[src/verilog/ast_pkg.sv]
// Purpose: Shared constants and types of the async serial transmitter.
// Assumes: One clock cycle stands for one instruction cycle.
// Notes: Register offsets are word indexes on the plain register port.
package ast_pkg;
    // Register port address width and data width.
    localparam int AW = 4;
    localparam int DW = 8;
    // Register offsets.
    localparam logic [3:0] OFS_TRANSMIT_CONTROL_STATUS = 4'h0;
    localparam logic [3:0] OFS_TXBUF = 4'h1;
    localparam logic [3:0] OFS_BAUD = 4'h2;
    localparam logic [3:0] OFS_FLAGS = 4'h3;
    localparam logic [3:0] OFS_ENAB = 4'h4;
    localparam logic [3:0] OFS_PRIO = 4'h5;
    localparam logic [3:0] OFS_ISTAT = 4'h6;
    localparam logic [3:0] OFS_IEN = 4'h7;
    localparam logic [3:0] OFS_ICLR = 4'h8;
    // Fields of the transmit control and status register.
    localparam int B_CLOCK_SOURCE_SELECT = 7;
    localparam int B_TX9 = 6;
    localparam int B_TRANSMIT_ENABLE = 5;
    localparam int B_SYNC = 4;
    localparam int B_BAUD_HIGH_SPEED_SELECT = 2;
    localparam int B_SHIFTER_EMPTY_STATUS = 1;
    localparam int B_NINTH_BIT_VALUE = 0;
    localparam logic [7:0] CTL_WMASK = 8'hf5;
    // Transmit buffer flag and enable position in the peripheral registers.
    localparam int B_TX_BUFFER_EMPTY_FLAG = 4;
    // Sticky event bits.
    localparam int EV_EMPTY = 0;
    localparam int EV_DONE = 1;
    localparam int NEV = 2;
    // Values after reset.
    localparam logic [7:0] TRANSMIT_CONTROL_STATUS_RST = 8'h02;
    localparam logic [7:0] PRIO_RST = 8'hff;
    localparam logic [7:0] ZERO_RST = 8'h00;
    // Baud ticks per bit, minus one, for x16 and x64.
    localparam logic [5:0] TERM_X16 = 6'h0f;
    localparam logic [5:0] TERM_X64 = 6'h3f;
    // Index of the last data bit for 8 and 9 bit frames.
    localparam logic [3:0] LAST_8 = 4'h7;
    localparam logic [3:0] LAST_9 = 4'h8;
    // Transmitter states.
    typedef enum logic [1:0] {
        ST_IDLE,
        ST_START,
        ST_DATA,
        ST_STOP
    } ast_state_e;
endpackage

[src/verilog/ast_baud_gen.sv]
// Purpose: Baud generator with an 8-bit divisor, one tick per rollover.
// Assumes: Runs only while the transmitter is active and awake.
// Notes: Tick rate is the clock divided by divisor plus one.
module ast_baud_gen #(
    parameter int WIDTH = 8
) (
    input wire logic clk_in,
    input wire logic reset_n_in,
    input wire logic run_in,
    input wire logic [WIDTH-1:0] div_in,
    output logic tick_out
);
    import ast_pkg::*;

    logic [WIDTH-1:0] cnt_q;

    // Count down, reload on zero and pulse the tick.
    always_ff @(posedge clk_in or negedge reset_n_in) begin
        if (!reset_n_in) begin
            cnt_q <= '0;
            tick_out <= 1'b0;
        end else if (!run_in) begin
            cnt_q <= div_in;
            tick_out <= 1'b0;
        end else if (cnt_q == '0) begin
            cnt_q <= div_in;
            tick_out <= 1'b1;
        end else begin
            cnt_q <= cnt_q - 1'b1;
            tick_out <= 1'b0;
        end
    end
endmodule

[src/verilog/ast_tx.sv]
// Purpose: Asynchronous serial transmitter with its register file.
// Assumes: One clock cycle is one instruction cycle; inputs synchronous.
// Notes: The shift register has no path to the register port.
module ast_tx (
    input wire logic clk_in,
    input wire logic reset_n_in,
    input wire logic [ast_pkg::AW-1:0] addr_in,
    input wire logic [ast_pkg::DW-1:0] wr_data_in,
    input wire logic wr_en_in,
    input wire logic rd_en_in,
    output logic [ast_pkg::DW-1:0] rd_data_out,
    input wire logic sleep_in,
    output logic tx_out,
    output logic irq_out
);
    import ast_pkg::*;

    logic [7:0] ctl_q;
    logic [7:0] hold_q;
    logic [7:0] baud_q;
    logic [7:0] enab_q;
    logic [7:0] prio_q;
    logic [NEV-1:0] istat_q;
    logic [NEV-1:0] ien_q;
    logic pend_q;
    logic full_q;
    logic transmit_enable_d1_q;
    ast_state_e st_q;
    logic [5:0] sub_q;
    logic [3:0] bit_q;
    logic [8:0] sh_q;
    logic n9_q;
    logic transmit_enable;
    logic sync_sel;
    logic halt;
    logic active;
    logic tick;
    logic bit_end;
    logic load;
    logic tx_buffer_empty_flag;
    logic shifter_empty_status;
    logic [5:0] term;
    logic [3:0] last;
    logic wr_hold;
    logic [NEV-1:0] ev;
    logic [NEV-1:0] clr;
    logic [7:0] ctl_rd;
    logic [7:0] flags_rd;
    logic [7:0] rd_mux;

    // Decoded control bits and activity terms.
    assign transmit_enable = ctl_q[B_TRANSMIT_ENABLE];
    assign sync_sel = ctl_q[B_SYNC];
    assign halt = !transmit_enable || sync_sel;
    assign active = !halt && !sleep_in;
    assign wr_hold = wr_en_in && (addr_in == OFS_TXBUF);
    assign term = ctl_q[B_BAUD_HIGH_SPEED_SELECT] ? TERM_X16 : TERM_X64;
    assign bit_end = tick && !sleep_in && (sub_q == term);
    assign last = n9_q ? LAST_9 : LAST_8;
    assign load = active && full_q && (st_q == ST_IDLE);
    assign tx_buffer_empty_flag = transmit_enable && !full_q;
    assign shifter_empty_status = (st_q == ST_IDLE);

    // Shared baud generator; the receive side would take the same tick.
    ast_baud_gen #(
        .WIDTH(8)
    ) u_baud (
        .clk_in(clk_in),
        .reset_n_in(reset_n_in),
        .run_in(active),
        .div_in(baud_q),
        .tick_out(tick)
    );

    // Control register; the status bit and the gap at bit 3 are not stored.
    always_ff @(posedge clk_in or negedge reset_n_in) begin
        if (!reset_n_in) begin
            ctl_q <= TRANSMIT_CONTROL_STATUS_RST & CTL_WMASK;
        end else if (wr_en_in && addr_in == OFS_TRANSMIT_CONTROL_STATUS) begin
            ctl_q <= wr_data_in & CTL_WMASK;
        end
    end

    // Plain software registers.
    always_ff @(posedge clk_in or negedge reset_n_in) begin
        if (!reset_n_in) begin
            baud_q <= ZERO_RST;
            enab_q <= ZERO_RST;
            prio_q <= PRIO_RST;
            ien_q <= '0;
        end else if (wr_en_in) begin
            if (addr_in == OFS_BAUD) begin
                baud_q <= wr_data_in;
            end
            if (addr_in == OFS_ENAB) begin
                enab_q <= wr_data_in;
            end
            if (addr_in == OFS_PRIO) begin
                prio_q <= wr_data_in;
            end
            if (addr_in == OFS_IEN) begin
                ien_q <= wr_data_in[NEV-1:0];
            end
        end
    end

    // Holding buffer data and the one-cycle delay of its full mark.
    always_ff @(posedge clk_in or negedge reset_n_in) begin
        if (!reset_n_in) begin
            hold_q <= ZERO_RST;
            pend_q <= 1'b0;
        end else begin
            pend_q <= wr_hold;
            if (wr_hold) begin
                hold_q <= wr_data_in;
            end
        end
    end

    // Buffer full mark; a new write wins over a transfer in the same cycle.
    always_ff @(posedge clk_in or negedge reset_n_in) begin
        if (!reset_n_in) begin
            full_q <= 1'b0;
            transmit_enable_d1_q <= 1'b0;
        end else begin
            transmit_enable_d1_q <= transmit_enable;
            if (halt || (transmit_enable && !transmit_enable_d1_q)) begin
                full_q <= 1'b0;
            end else if (pend_q) begin
                full_q <= 1'b1;
            end else if (load) begin
                full_q <= 1'b0;
            end
        end
    end

    // Frame sequencer; sleep freezes it, disable or sync mode aborts it.
    always_ff @(posedge clk_in or negedge reset_n_in) begin
        if (!reset_n_in) begin
            st_q <= ST_IDLE;
            sub_q <= '0;
            bit_q <= '0;
            sh_q <= '0;
            n9_q <= 1'b0;
        end else if (halt) begin
            st_q <= ST_IDLE;
            sub_q <= '0;
            bit_q <= '0;
        end else if (!sleep_in) begin
            if (st_q != ST_IDLE && tick) begin
                sub_q <= bit_end ? 6'h00 : sub_q + 6'h01;
            end
            case (st_q)
                ST_IDLE: begin
                    if (load) begin
                        // Ninth bit sits above the byte.
                        sh_q <= {ctl_q[B_NINTH_BIT_VALUE], hold_q};
                        n9_q <= ctl_q[B_TX9];
                        sub_q <= '0;
                        bit_q <= '0;
                        st_q <= ST_START;
                    end
                end
                ST_START: begin
                    if (bit_end) begin
                        st_q <= ST_DATA;
                    end
                end
                ST_DATA: begin
                    if (bit_end) begin
                        sh_q <= {1'b0, sh_q[8:1]};
                        bit_q <= bit_q + 4'h1;
                        if (bit_q == last) begin
                            st_q <= ST_STOP;
                        end
                    end
                end
                ST_STOP: begin
                    if (bit_end) begin
                        st_q <= ST_IDLE;
                    end
                end
                default: begin
                    st_q <= ST_IDLE;
                end
            endcase
        end
    end

    // Line driver: low for start, data bit, otherwise high mark.
    // Disable forces the mark at once, so a sleep that follows cannot
    // leave a stale data level parked on the line.
    always_ff @(posedge clk_in or negedge reset_n_in) begin
        if (!reset_n_in) begin
            tx_out <= 1'b1;
        end else if (halt) begin
            tx_out <= 1'b1;
        end else if (!sleep_in) begin
            case (st_q)
                ST_START: tx_out <= 1'b0;
                ST_DATA: tx_out <= sh_q[0];
                default: tx_out <= 1'b1;
            endcase
        end
    end

    // Sticky events; a new event wins over a clear in the same cycle.
    assign ev[EV_EMPTY] = load;
    assign ev[EV_DONE] = (st_q == ST_STOP) && bit_end && !halt;
    assign clr = (wr_en_in && addr_in == OFS_ICLR) ?
        wr_data_in[NEV-1:0] : '0;
    always_ff @(posedge clk_in or negedge reset_n_in) begin
        if (!reset_n_in) begin
            istat_q <= '0;
        end else begin
            istat_q <= (istat_q & ~clr) | ev;
        end
    end

    // Interrupt: enabled sticky events or the enabled buffer empty flag.
    always_ff @(posedge clk_in or negedge reset_n_in) begin
        if (!reset_n_in) begin
            irq_out <= 1'b0;
        end else begin
            irq_out <= (|(istat_q & ien_q)) || (tx_buffer_empty_flag && enab_q[B_TX_BUFFER_EMPTY_FLAG]);
        end
    end

    // Read views; the flag register is read only and holds the empty flag.
    always_comb begin
        ctl_rd = ctl_q;
        ctl_rd[B_SHIFTER_EMPTY_STATUS] = shifter_empty_status;
        flags_rd = ZERO_RST;
        flags_rd[B_TX_BUFFER_EMPTY_FLAG] = tx_buffer_empty_flag;
        case (addr_in)
            OFS_TRANSMIT_CONTROL_STATUS: rd_mux = ctl_rd;
            OFS_TXBUF: rd_mux = hold_q;
            OFS_BAUD: rd_mux = baud_q;
            OFS_FLAGS: rd_mux = flags_rd;
            OFS_ENAB: rd_mux = enab_q;
            OFS_PRIO: rd_mux = prio_q;
            OFS_ISTAT: rd_mux = {{(8-NEV){1'b0}}, istat_q};
            OFS_IEN: rd_mux = {{(8-NEV){1'b0}}, ien_q};
            default: rd_mux = ZERO_RST;
        endcase
    end

    // Read data stands for one cycle after the strobe, zero otherwise.
    always_ff @(posedge clk_in or negedge reset_n_in) begin
        if (!reset_n_in) begin
            rd_data_out <= ZERO_RST;
        end else begin
            rd_data_out <= rd_en_in ? rd_mux : ZERO_RST;
        end
    end

    // A buffer write keeps the flag valid only from the second cycle on.
    property p_flag_delay;
        @(posedge clk_in) disable iff (!reset_n_in)
        (wr_hold && transmit_enable && !sync_sel)
            |-> ##2 (!tx_buffer_empty_flag || halt);
    endproperty
    a_flag_delay: assert property (p_flag_delay)
        else $error("empty flag not cleared two cycles after write");

    // A transfer empties the buffer and raises the flag next cycle.
    property p_load_flag;
        @(posedge clk_in) disable iff (!reset_n_in)
        (load && !pend_q && !halt) |=> (tx_buffer_empty_flag || halt);
    endproperty
    a_load_flag: assert property (p_load_flag)
        else $error("empty flag not set after transfer");

    // A pending byte moves to the shifter right after the stop bit.
    property p_load_idle;
        @(posedge clk_in) disable iff (!reset_n_in)
        (st_q == ST_STOP && bit_end && full_q && !halt)
            |=> (load || sleep_in || halt);
    endproperty
    a_load_idle: assert property (p_load_idle)
        else $error("pending byte not moved after stop bit");

    // A load leaves the shifter busy and sends a low start bit.
    property p_start_low;
        @(posedge clk_in) disable iff (!reset_n_in)
        (load && ctl_q[B_TRANSMIT_ENABLE]) |=> !shifter_empty_status
            ##1 (!tx_out || $past(halt) || $past(sleep_in));
    endproperty
    a_start_low: assert property (p_start_low)
        else $error("start bit missing after load");

    // Sleep freezes the sequencer state and its baud tick count.
    property p_sleep;
        @(posedge clk_in) disable iff (!reset_n_in)
        (sleep_in && !halt) |=> ($stable(st_q) && $stable(sub_q));
    endproperty
    a_sleep: assert property (p_sleep)
        else $error("transmitter moved during sleep");

    // Sync mode or disable returns to idle and the line to high.
    property p_halt_idle;
        @(posedge clk_in) disable iff (!reset_n_in)
        halt |=> (st_q == ST_IDLE) && tx_out;
    endproperty
    a_halt_idle: assert property (p_halt_idle)
        else $error("not idle while disabled");

    // At x16 speed a bit ends on its sixteenth baud tick.
    property p_sub_bound;
        @(posedge clk_in) disable iff (!reset_n_in)
        (st_q != ST_IDLE && ctl_q[B_BAUD_HIGH_SPEED_SELECT] && tick && !sleep_in
            && sub_q == TERM_X16) |=> (sub_q == 6'h00);
    endproperty
    a_sub_bound: assert property (p_sub_bound)
        else $error("x16 bit count exceeded");

    // Enabling the transmitter sets the empty flag next cycle.
    property p_enable_flag;
        @(posedge clk_in) disable iff (!reset_n_in)
        ($rose(transmit_enable) && !sync_sel) |=> (tx_buffer_empty_flag || !transmit_enable);
    endproperty
    a_enable_flag: assert property (p_enable_flag)
        else $error("enable did not set empty flag");

    // Data bits leave low bit first: each data bit sends the old bit one.
    property p_lsb_first;
        @(posedge clk_in) disable iff (!reset_n_in)
        (st_q == ST_DATA && bit_end && bit_q != last && !halt)
            |=> (sh_q[0] == $past(sh_q[1]));
    endproperty
    a_lsb_first: assert property (p_lsb_first)
        else $error("shift order wrong");
endmodule

[config.mk]
export PLATFORM = sky130hd
export DESIGN_NAME = ast_tx
export DESIGN_NICKNAME = d
export VERILOG_FILES = /design/src/verilog/ast_pkg.sv /design/src/verilog/ast_baud_gen.sv /design/src/verilog/ast_tx.sv
export SDC_FILE = /design/constraint.sdc
export NUM_CORES = 1
export LEC_CHECK = 0
export BUFFER_PORTS_ARGS = -buffer_cell sky130_fd_sc_hd__buf_2
export CORE_UTILIZATION = 62
export CTS_BUF_LIST = sky130_fd_sc_hd__clkbuf_2 sky130_fd_sc_hd__clkbuf_4 sky130_fd_sc_hd__clkbuf_8
export DETAILED_ROUTE_END_ITERATION = 6
export HOLD_SLACK_MARGIN = 0.1
export PLACE_DENSITY = 0.91
export SYNTH_ARGS = -nofsm -noshare
export SYNTH_HDL_FRONTEND = slang
export SYNTH_SLANG_ARGS = --single-unit
[constraint.sdc]
create_clock -name clk_in -period 5.3 [get_ports clk_in]
set_clock_uncertainty 0.1 [all_clocks]
set_input_delay 0.265 -clock clk_in [delete_from_list [all_inputs] [get_ports clk_in]]
set_output_delay 0.265 -clock clk_in [all_outputs]
set_load 0.01 [all_outputs]
==> results.txt, run 1 <==
- The floorplan step set the die width to 83.90 microns.
* Final setup violation count: 0
- The tree is rooted in a sky130_fd_sc_hd__clkbuf_8.
- Start of the worst register-to-register path: st_q[0]
- Instance count after placement with tap cells included: 446
- Clock latency on the worst-skew pair: 370 ps
- In the synthesized netlist, the number of instances is 355.
* Critical path capture point: sh_q[5]
- Reported max-cap violation count: 0
* Number of sinks driven by the clock tree: 86
- Final net count: 411
- Arrival time of data at the critical path endpoint: 2780 ps
- Number of port buffers: 26
- The signal on the critical path passes through inv_1 > ha_1 > o211ai_1 > a21oi_2 > nor2_1 > a21oi_1.
* Highest clock frequency the design can meet: 0.3860 GHz
- Initial antenna violation count: 0
* Finished Core Util: 0.7175
- In the routed design, unresolved DRC markers number 0.
* Count of fill cells added during filler insertion: 440
- Area inside the core boundary: 6422 sq um
* Worst IR Drop VDD: 0.0002751 V
- The worst path meets setup with 2709 ps of slack.
- Most common flop cell mapped by yosys: sky130_fd_sc_hd__dfrtp_1
- Routed vias: 2960
- #FFs+latches synth: 86
- From bottom edge to top edge, the die measures 83.90 microns.
* Most frequent cell after synthesis: sky130_fd_sc_hd__dfrtp_1
* Clock slew at the register clock pins of the worst setup and hold paths: 90 ps
- Entering global routing, the biggest net connects 87 pins.
- TritonCTS buffer count: 9
* Overall die area: 7039 sq um
* Layout Area Growth over Synthesis: 10.80%
- Design area: 4608 sq um
* Count of cell types in the netlist: 58
* Worst Path Class, Setup: reg -> reg
* I/O Pins: 27
* Worst slack at placement: 2818 ps
* Total power divided by cell area: 358.4 nW/um^2
- Post-Synthesis Cell Area: 4159 sq um
- Synthesized netlist net count: 381
- After detailed routing, the average wire length per cell comes to 19.87 microns.
- Ratio of routed vias to standard cells: 6.338
* Worst reg2reg endpoint: sh_q[5]
- N_diodes: 0
- Summing all placed instances gives a cell area of 4318 sq um.
- Gr usage total: 0.2786
* Fin Setup TNS: 0 ps
* Number of warnings reported in the yosys synthesis log: 0
* Total count of max-transition violations in the final report: 0
* Number of flops mapped to enable cells by yosys: 0
* Largest incremental delay on the critical path: 760 ps
- Counting I/O delays and the setup requirement, the final critical path takes 2591 ps.
- By area the synthesized netlist is led by sky130_fd_sc_hd__dfrtp_1 46%, sky130_fd_sc_hd__mux2_2 11%, sky130_fd_sc_hd__dfstp_2 5.7%.
* Slew at the pin with the worst max-slew slack: 1049 ps
- The total overflow left after global routing is 0.
* Worst-case register-to-register setup slack: 2710 ps
- Area fraction of the dominant cell type after synthesis: 0.4633
- Slew Limit Headroom: 0.3009
- Worst Path Required: 5490 ps
- Crit Path Max Fanout: 19
- Number of levels in the clock H-tree: 3
- Number of post-CTS setup repair buffers: 0
* Number of nets with antenna violations after routing: 0
- Final hold violation count: 0
- Setup repair after global routing left no endpoint under its margin.
* Number of standard cells in the final layout excluding fillers: 467
- For this run, the register share of the synthesized area comes to 0.5202.
- The initialized floorplan defines 29 standard-cell rows.
- Share of final-layout standard cells stronger than drive strength 1: 0.2872
- The first TritonRoute pass finished after 5 iterations.
* Run status: completed
- After synthesis, the most frequently instantiated cells are 77 x sky130_fd_sc_hd__dfrtp_1, 41 x sky130_fd_sc_hd__mux2_2, 37 x sky130_fd_sc_hd__nand2_1.
- The critical path starts at st_q[0].
- Cell type with the largest total area after synthesis: sky130_fd_sc_hd__dfrtp_1
- Wire length of the first global-routing pass: 14970 microns
* Worst min-delay path class: in -> reg
* Fraction of synthesis flops using an asynchronous set or reset pin: 1.000
- The wire-length estimate of the detail-placed layout is 6305 microns.
* Reg2reg path depth: 6
* Clock tree from TritonCTS: done
* Clock Tree Buf Depth: 2
- In this run the static leakage power is 2.049 nW.
- The worst setup path is launched from a flop.
- Drt initial violations: 213
- Summed over all layers, the routed wires come to 9281 microns.
- Portion of the clock cycle consumed by the worst path in the final layout: 0.4889
- After synthesis, the mean cell area works out to 11.72 sq um.
- The congestion estimate from routability-driven global placement came to 0.8379.
* CP endpoint kind: flop
* Vias in the first global route: 3066
- The initial utilization of the core area, before any placement, comes to 0.6476.
- CP max stage cell: sky130_fd_sc_hd__ha_1
worst min path at each step:
stage	startpoint	end	cells past startpoint
after floorplan	reset_n_in	baud_q[0]	0
after global placement	transmit_enable_d1_q	full_q	2
after detailed placement	transmit_enable_d1_q	full_q	2
after CTS	wr_data_in[4]	hold_q[4]	2
after global routing	wr_data_in[4]	hold_q[4]	2
final	wr_data_in[4]	hold_q[4]	2
worst max-delay path, delay by kind of cell, from the launching register on:
kind / cells / cell delay [ps]
AO/OA/AOI/OAI: 3 / 960
adder cells (fa/ha/maj): 1 / 760
flip-flops: 1 / 430
buffers and inverters: 1 / 140
AND/OR/NAND/NOR: 1 / 110
cell type report:
class | instances | area [sq um] | area share
sequential | 86 | 2163 | 0.4695
inverter | 8 | 30.03 | 0.006516
tap | 77 | 96.34 | 0.02091
timing repair buffer | 31 | 182.7 | 0.03964
clock inverter | 5 | 88.84 | 0.01928
multi-input combinational | 249 | 1896 | 0.4113
clock buffer | 11 | 151.4 | 0.03285
layer usage:
layer | GRT usage | part of all wire
met1 | 0.3456 | 0.42
met2 | 0.4694 | 0.50
met3 | 0.05440 | 0.057
met4 | 0.1332 | 0.023
met5 | 0 | 0
where the power goes:
part           switching (W)  total (W)  internal, W
sequential         0.0000872   0.000851     0.000764
clock               0.000252   0.000549     0.000297
combinational       0.000128   0.000252     0.000124
timing repair:
item                      in CTS  in global routing
hold buffers                   5                  0
resized for setup              0                  0
hold endpoints to repair      96                  0
per-stage QoR:
step	total power, W	hold slack (ps)
2_1_floorplan	0.001014	-130.6
3_3_place_gp	0.001083	355.4
3_5_place_dp	0.001105	377.0
4_1_cts	0.001647	108.7
5_1_grt	0.001712	122.3
6_report	0.001651	116.5
sequential cells by signal (all words and copies together) (netlist names), 2 cells and up:
register      count
bit_q             4
ctl_q             6
baud_q            8
hold_q            8
enab_q            8
st_q              2
prio_q            8
u_baud.cnt_q      8
ien_q             2
sub_q             6
istat_q           2
rd_data_out       8
sh_q              9
cell usage in the layout (no fill, tap or decap), types with 3 or more instances in the layout:
cell and n:
sky130_fd_sc_hd__dfrtp_1 77, sky130_fd_sc_hd__mux2_2 41, sky130_fd_sc_hd__nand2_1 37, sky130_fd_sc_hd__buf_2 25
sky130_fd_sc_hd__nor2_1 21, sky130_fd_sc_hd__o21ai_0 19, sky130_fd_sc_hd__a21oi_1 18, sky130_fd_sc_hd__a22oi_1 11
sky130_fd_sc_hd__mux2i_1 11, sky130_fd_sc_hd__clkbuf_8 11, sky130_fd_sc_hd__ha_1 9, sky130_fd_sc_hd__dfstp_2 9
sky130_fd_sc_hd__inv_1 7, sky130_fd_sc_hd__nand2b_1 7, sky130_fd_sc_hd__nand3_1 7, sky130_fd_sc_hd__xnor2_1 5
sky130_fd_sc_hd__a222oi_1 5, sky130_fd_sc_hd__dlygate4sd3_1 5, sky130_fd_sc_hd__a21o_1 4, sky130_fd_sc_hd__nor3b_2 3
sky130_fd_sc_hd__xor2_1 3, sky130_fd_sc_hd__nor2b_1 3, sky130_fd_sc_hd__nand3b_1 3
cells by family after synthesis:
| group | Yosys count | synth area share |
|---|---|---|
| and+or+nand+nor | 103 | 0.1438 |
| DFF | 86 | 0.5202 |
| AOI/OAI and AO/OA | 75 | 0.1233 |
| muxes | 54 | 0.1447 |
| buffers and inverters | 20 | 0.02407 |
| adders and majority gates | 9 | 0.02708 |
| xor gates and xnor gates | 8 | 0.01685 |
Note: power is estimated with default switching activity, not from simulation.
==> run 2, diff against run 1 <==
- clock period: 5.3 -> 2.6 ns (I/O delays scaled with it)
==> run 2 against run 1 <==
Sequential power grew 100%. Critical path depth is the same. Design area grew 1.1%. Register-to-register slack lost 2100 ps. Setup slack lost 2100 ps. Via count grew 2.2%. Critical endpoint is now st_q[1]. Largest cell class unchanged.
==> results.txt, run 2 (synthesis gave the netlist of run 1 again) <==
- Run status: completed
- The setup total negative slack was 0 ps (unchanged).
- The via count normalized by instance count came to 6.326 (-0.19%).
- Total count of max-transition violations in the final report: 0 (unchanged)
* Vias in the first global route: 2995 (-2.3%)
- Y dimension of the die: 83.90 microns (unchanged)
* Register name with the most flops: sh_q
- The initial antenna violation count came to 0 (unchanged).
- Effective utilization at floorplan: 0.6476 (unchanged)
- Area of the multi-input gates: 1896 sq um (unchanged)
- The net switching power figure was 0.0009124 W (+96%).
* Cell class contributing the biggest share of worst-path delay: compound AO/OA/AOI/OAI gates
- The slowest stage of the critical path is the sky130_fd_sc_hd__a211oi_1 cell.
- Overall die width: 83.90 microns (unchanged)
* Crit Path Max Fanout: 4 (-15)
- The root buffer cell chosen for the clock tree is sky130_fd_sc_hd__clkbuf_8.
- Row count: 29 (unchanged)
* Number of post-CTS setup repair buffers: 0 (unchanged)
- Detailed Route WL: 9215 microns (-0.71%)
- The data required time of the worst path is 2780 ps (-2710 ps).
- The maximum clock frequency was 0.4935 GHz (+28%).
- The final worst hold slack came to 134.2 ps (+17.67 ps).
- Number of sinks driven by the clock tree: 86 (unchanged)
- Share of total power in the clock network: 0.293 (-0.039)
- The total overflow reported by the global router came to 0 (unchanged).
- Area inside the core boundary: 6422 sq um (unchanged)
- The largest net degree at the start of global routing was 46 (-47%).
- Number of hold buffers added after cts: 9 (+4)
- CP endpoint kind: flop
- The fraction of the cycle the final worst path needs is 0.7793 (+0.2905).
- The ratio of total power to cell area was 686.6 nW/um^2 (+92%).
- Register share of total power: 0.541 (+0.026)
- The total number of vias is 3024 (+2.2%).
- The final antenna diode count was 0 (unchanged).
- The number of search-and-repair iterations in the first detailed-routing pass was 5 (unchanged).
- The leakage component of the power came to 2.069 nW (+0.96%).
- The area of all sequential standard cells came to 2163 sq um (unchanged).
- Clock latency on the worst-skew pair: 360 ps (about the same)
- Remaining design rule violation count: 0 (unchanged)
- The worst path setup slack after routing was 573.8 ps (-2135 ps).
* Drt initial violations: 223 (+4.7%)
- The path class of the tightest hold or removal check is in -> reg.
* I/O Pins: 27 (unchanged)
- Clock tree from TritonCTS: done
- The worst setup path is launched from a flop.
- The worst-case headroom to the max-slew limit is 0.6292 (+0.3283).
- The combinational share of power was 0.167 (+0.015).
- Switching share of power: 0.2852 (+0.002621)
* Final critical-path required period: 2026 ps (-564.8 ps)
- The biggest cell delay along the critical path was 430 ps (-330 ps).
* Share of final-layout standard cells stronger than drive strength 1: 0.2968 (+0.009579)
- Number of nets with antenna violations after routing: 0 (unchanged)
* Commonest cells after routing, fill and taps aside: 77 x sky130_fd_sc_hd__dfrtp_1, 41 x sky130_fd_sc_hd__mux2_2, 37 x sky130_fd_sc_hd__nand2_1
- Number of levels in the clock H-tree: 3 (unchanged)
- The transition time at the pin with the least slew margin was 552.1 ps (-496.6 ps).
- The number of flip-flops under the largest register name was 9 (unchanged).
- The hold violation count in the final report is 0 (unchanged).
- The number of nets in the layout is 422 (+2.7%).
* Clock Tree Buf Depth: 2 (unchanged)
- TritonCTS buffer count: 9 (unchanged)
- Finished Core Util: 0.7255 (+0.007988)
* Detailed-placement wirelength estimate: 6262 microns (-0.69%)
- The clock input transition at the sequential cells of the worst setup and hold paths came to 80 ps (about the same).
- CTS resizes: 0 (unchanged)
- Worst Path Class, Setup: reg -> reg
* Buf+Inv Stages, Crit Path: 0 (-1)
* Gr usage total: 0.2825 (+0.003932)
* Routability cong.: 0.8972 (+7.1%)
- The max capacitance violation total is 0 (unchanged).
* Most common cell after layout, fill and taps aside: sky130_fd_sc_hd__dfrtp_1
- The final setup violation count is 0 (unchanged).
* Detail-routed net length per standard cell: 19.28 microns (-3.0%)
- The worst endpoint data arrival time came to 2200 ps (-580 ps).
- The count of input and output buffers came to 26 (unchanged).
* Setup repair after global routing missed its margin: false
* Worst slack at placement: 655.9 ps (-2162 ps)
* Cells along the critical path: ha_1 > and3_2 > o2111a_1 > a21oi_1 > a211oi_1 > mux2i_1
* Cell Int Power: 0.002287 W (+93%)
- Layout Area Growth over Synthesis: 12.03%
- Count of fill cells added during filler insertion: 415 (-5.7%)
* Wire length of the first global-routing pass: 15020 microns (+0.37%)
- The largest vdd supply drop was 0.0005100 V (+85%).
* Overall die area: 7039 sq um (unchanged)
[run 2: final cells by class]
cell class / count / share of cell area
inverter: 8 / 0.006445
multi-input combinational: 249 / 0.4068
clock buffer: 11 / 0.02981
clock inverter: 5 / 0.01289
tap: 77 / 0.02068
sequential: 86 / 0.4643
timing repair buffer: 42 / 0.05908
[run 2: power groups by stage]
stage | logic (W) | clock network (W) | registers, W
finish | 0.000533 | 0.000936 | 0.00173
CTS | 0.000534 | 0.000946 | 0.00172
global route | 0.000586 | 0.00100 | 0.00175
detailed placement | 0.000514 | 0 | 0.00174
global placement | 0.000487 | 0 | 0.00173
floorplan | 0.000377 | 0 | 0.00169
[run 2: layer usage]
layer,track usage,vias up,wire [microns]
li1,-,1383,-
met1,0.3703,1499,3856
met2,0.4642,123,4567
met3,0.05539,19,616
met4,0.1129,0,174
met5,0,-,0
[run 2: worst register-to-register path: stages (launching register included)]
cell and delay, ps:
sky130_fd_sc_hd__dfrtp_1 390, sky130_fd_sc_hd__ha_1 220, sky130_fd_sc_hd__and3_2 230, sky130_fd_sc_hd__o2111a_1 270, sky130_fd_sc_hd__a21oi_1 60, sky130_fd_sc_hd__a211oi_1 430, sky130_fd_sc_hd__mux2i_1 250
[run 2: path summary, 6_finish.rpt]
| kind | cells after the start | slack, ps | from | to |
|---|---|---|---|---|
| hold / removal | 4 | 130 | sleep_in | u_baud.tick_out |
| min in group asynchronous | 2 | 200 | reset_n_in | u_baud.cnt_q[4] |
| hold reg to reg | 2 | 380 | pend_q | full_q |
| setup reg to reg | 6 | 570 | sub_q[0] | st_q[1] |
| setup / recovery | 6 | 570 | sub_q[0] | st_q[1] |
| max in group asynchronous | 3 | 1470 | reset_n_in | prio_q[1] |
[run 2: per-stage QoR]
step                      total power (W)  instance area [sq um]  std cells
after floorplan                  0.002066                   4159        355
after global placement           0.002219                   4370        453
after detailed placement         0.002258                   4370        453
after CTS                        0.003200                   4659        478
after global routing             0.003336                   4659        478
final                            0.003199                   4659        478
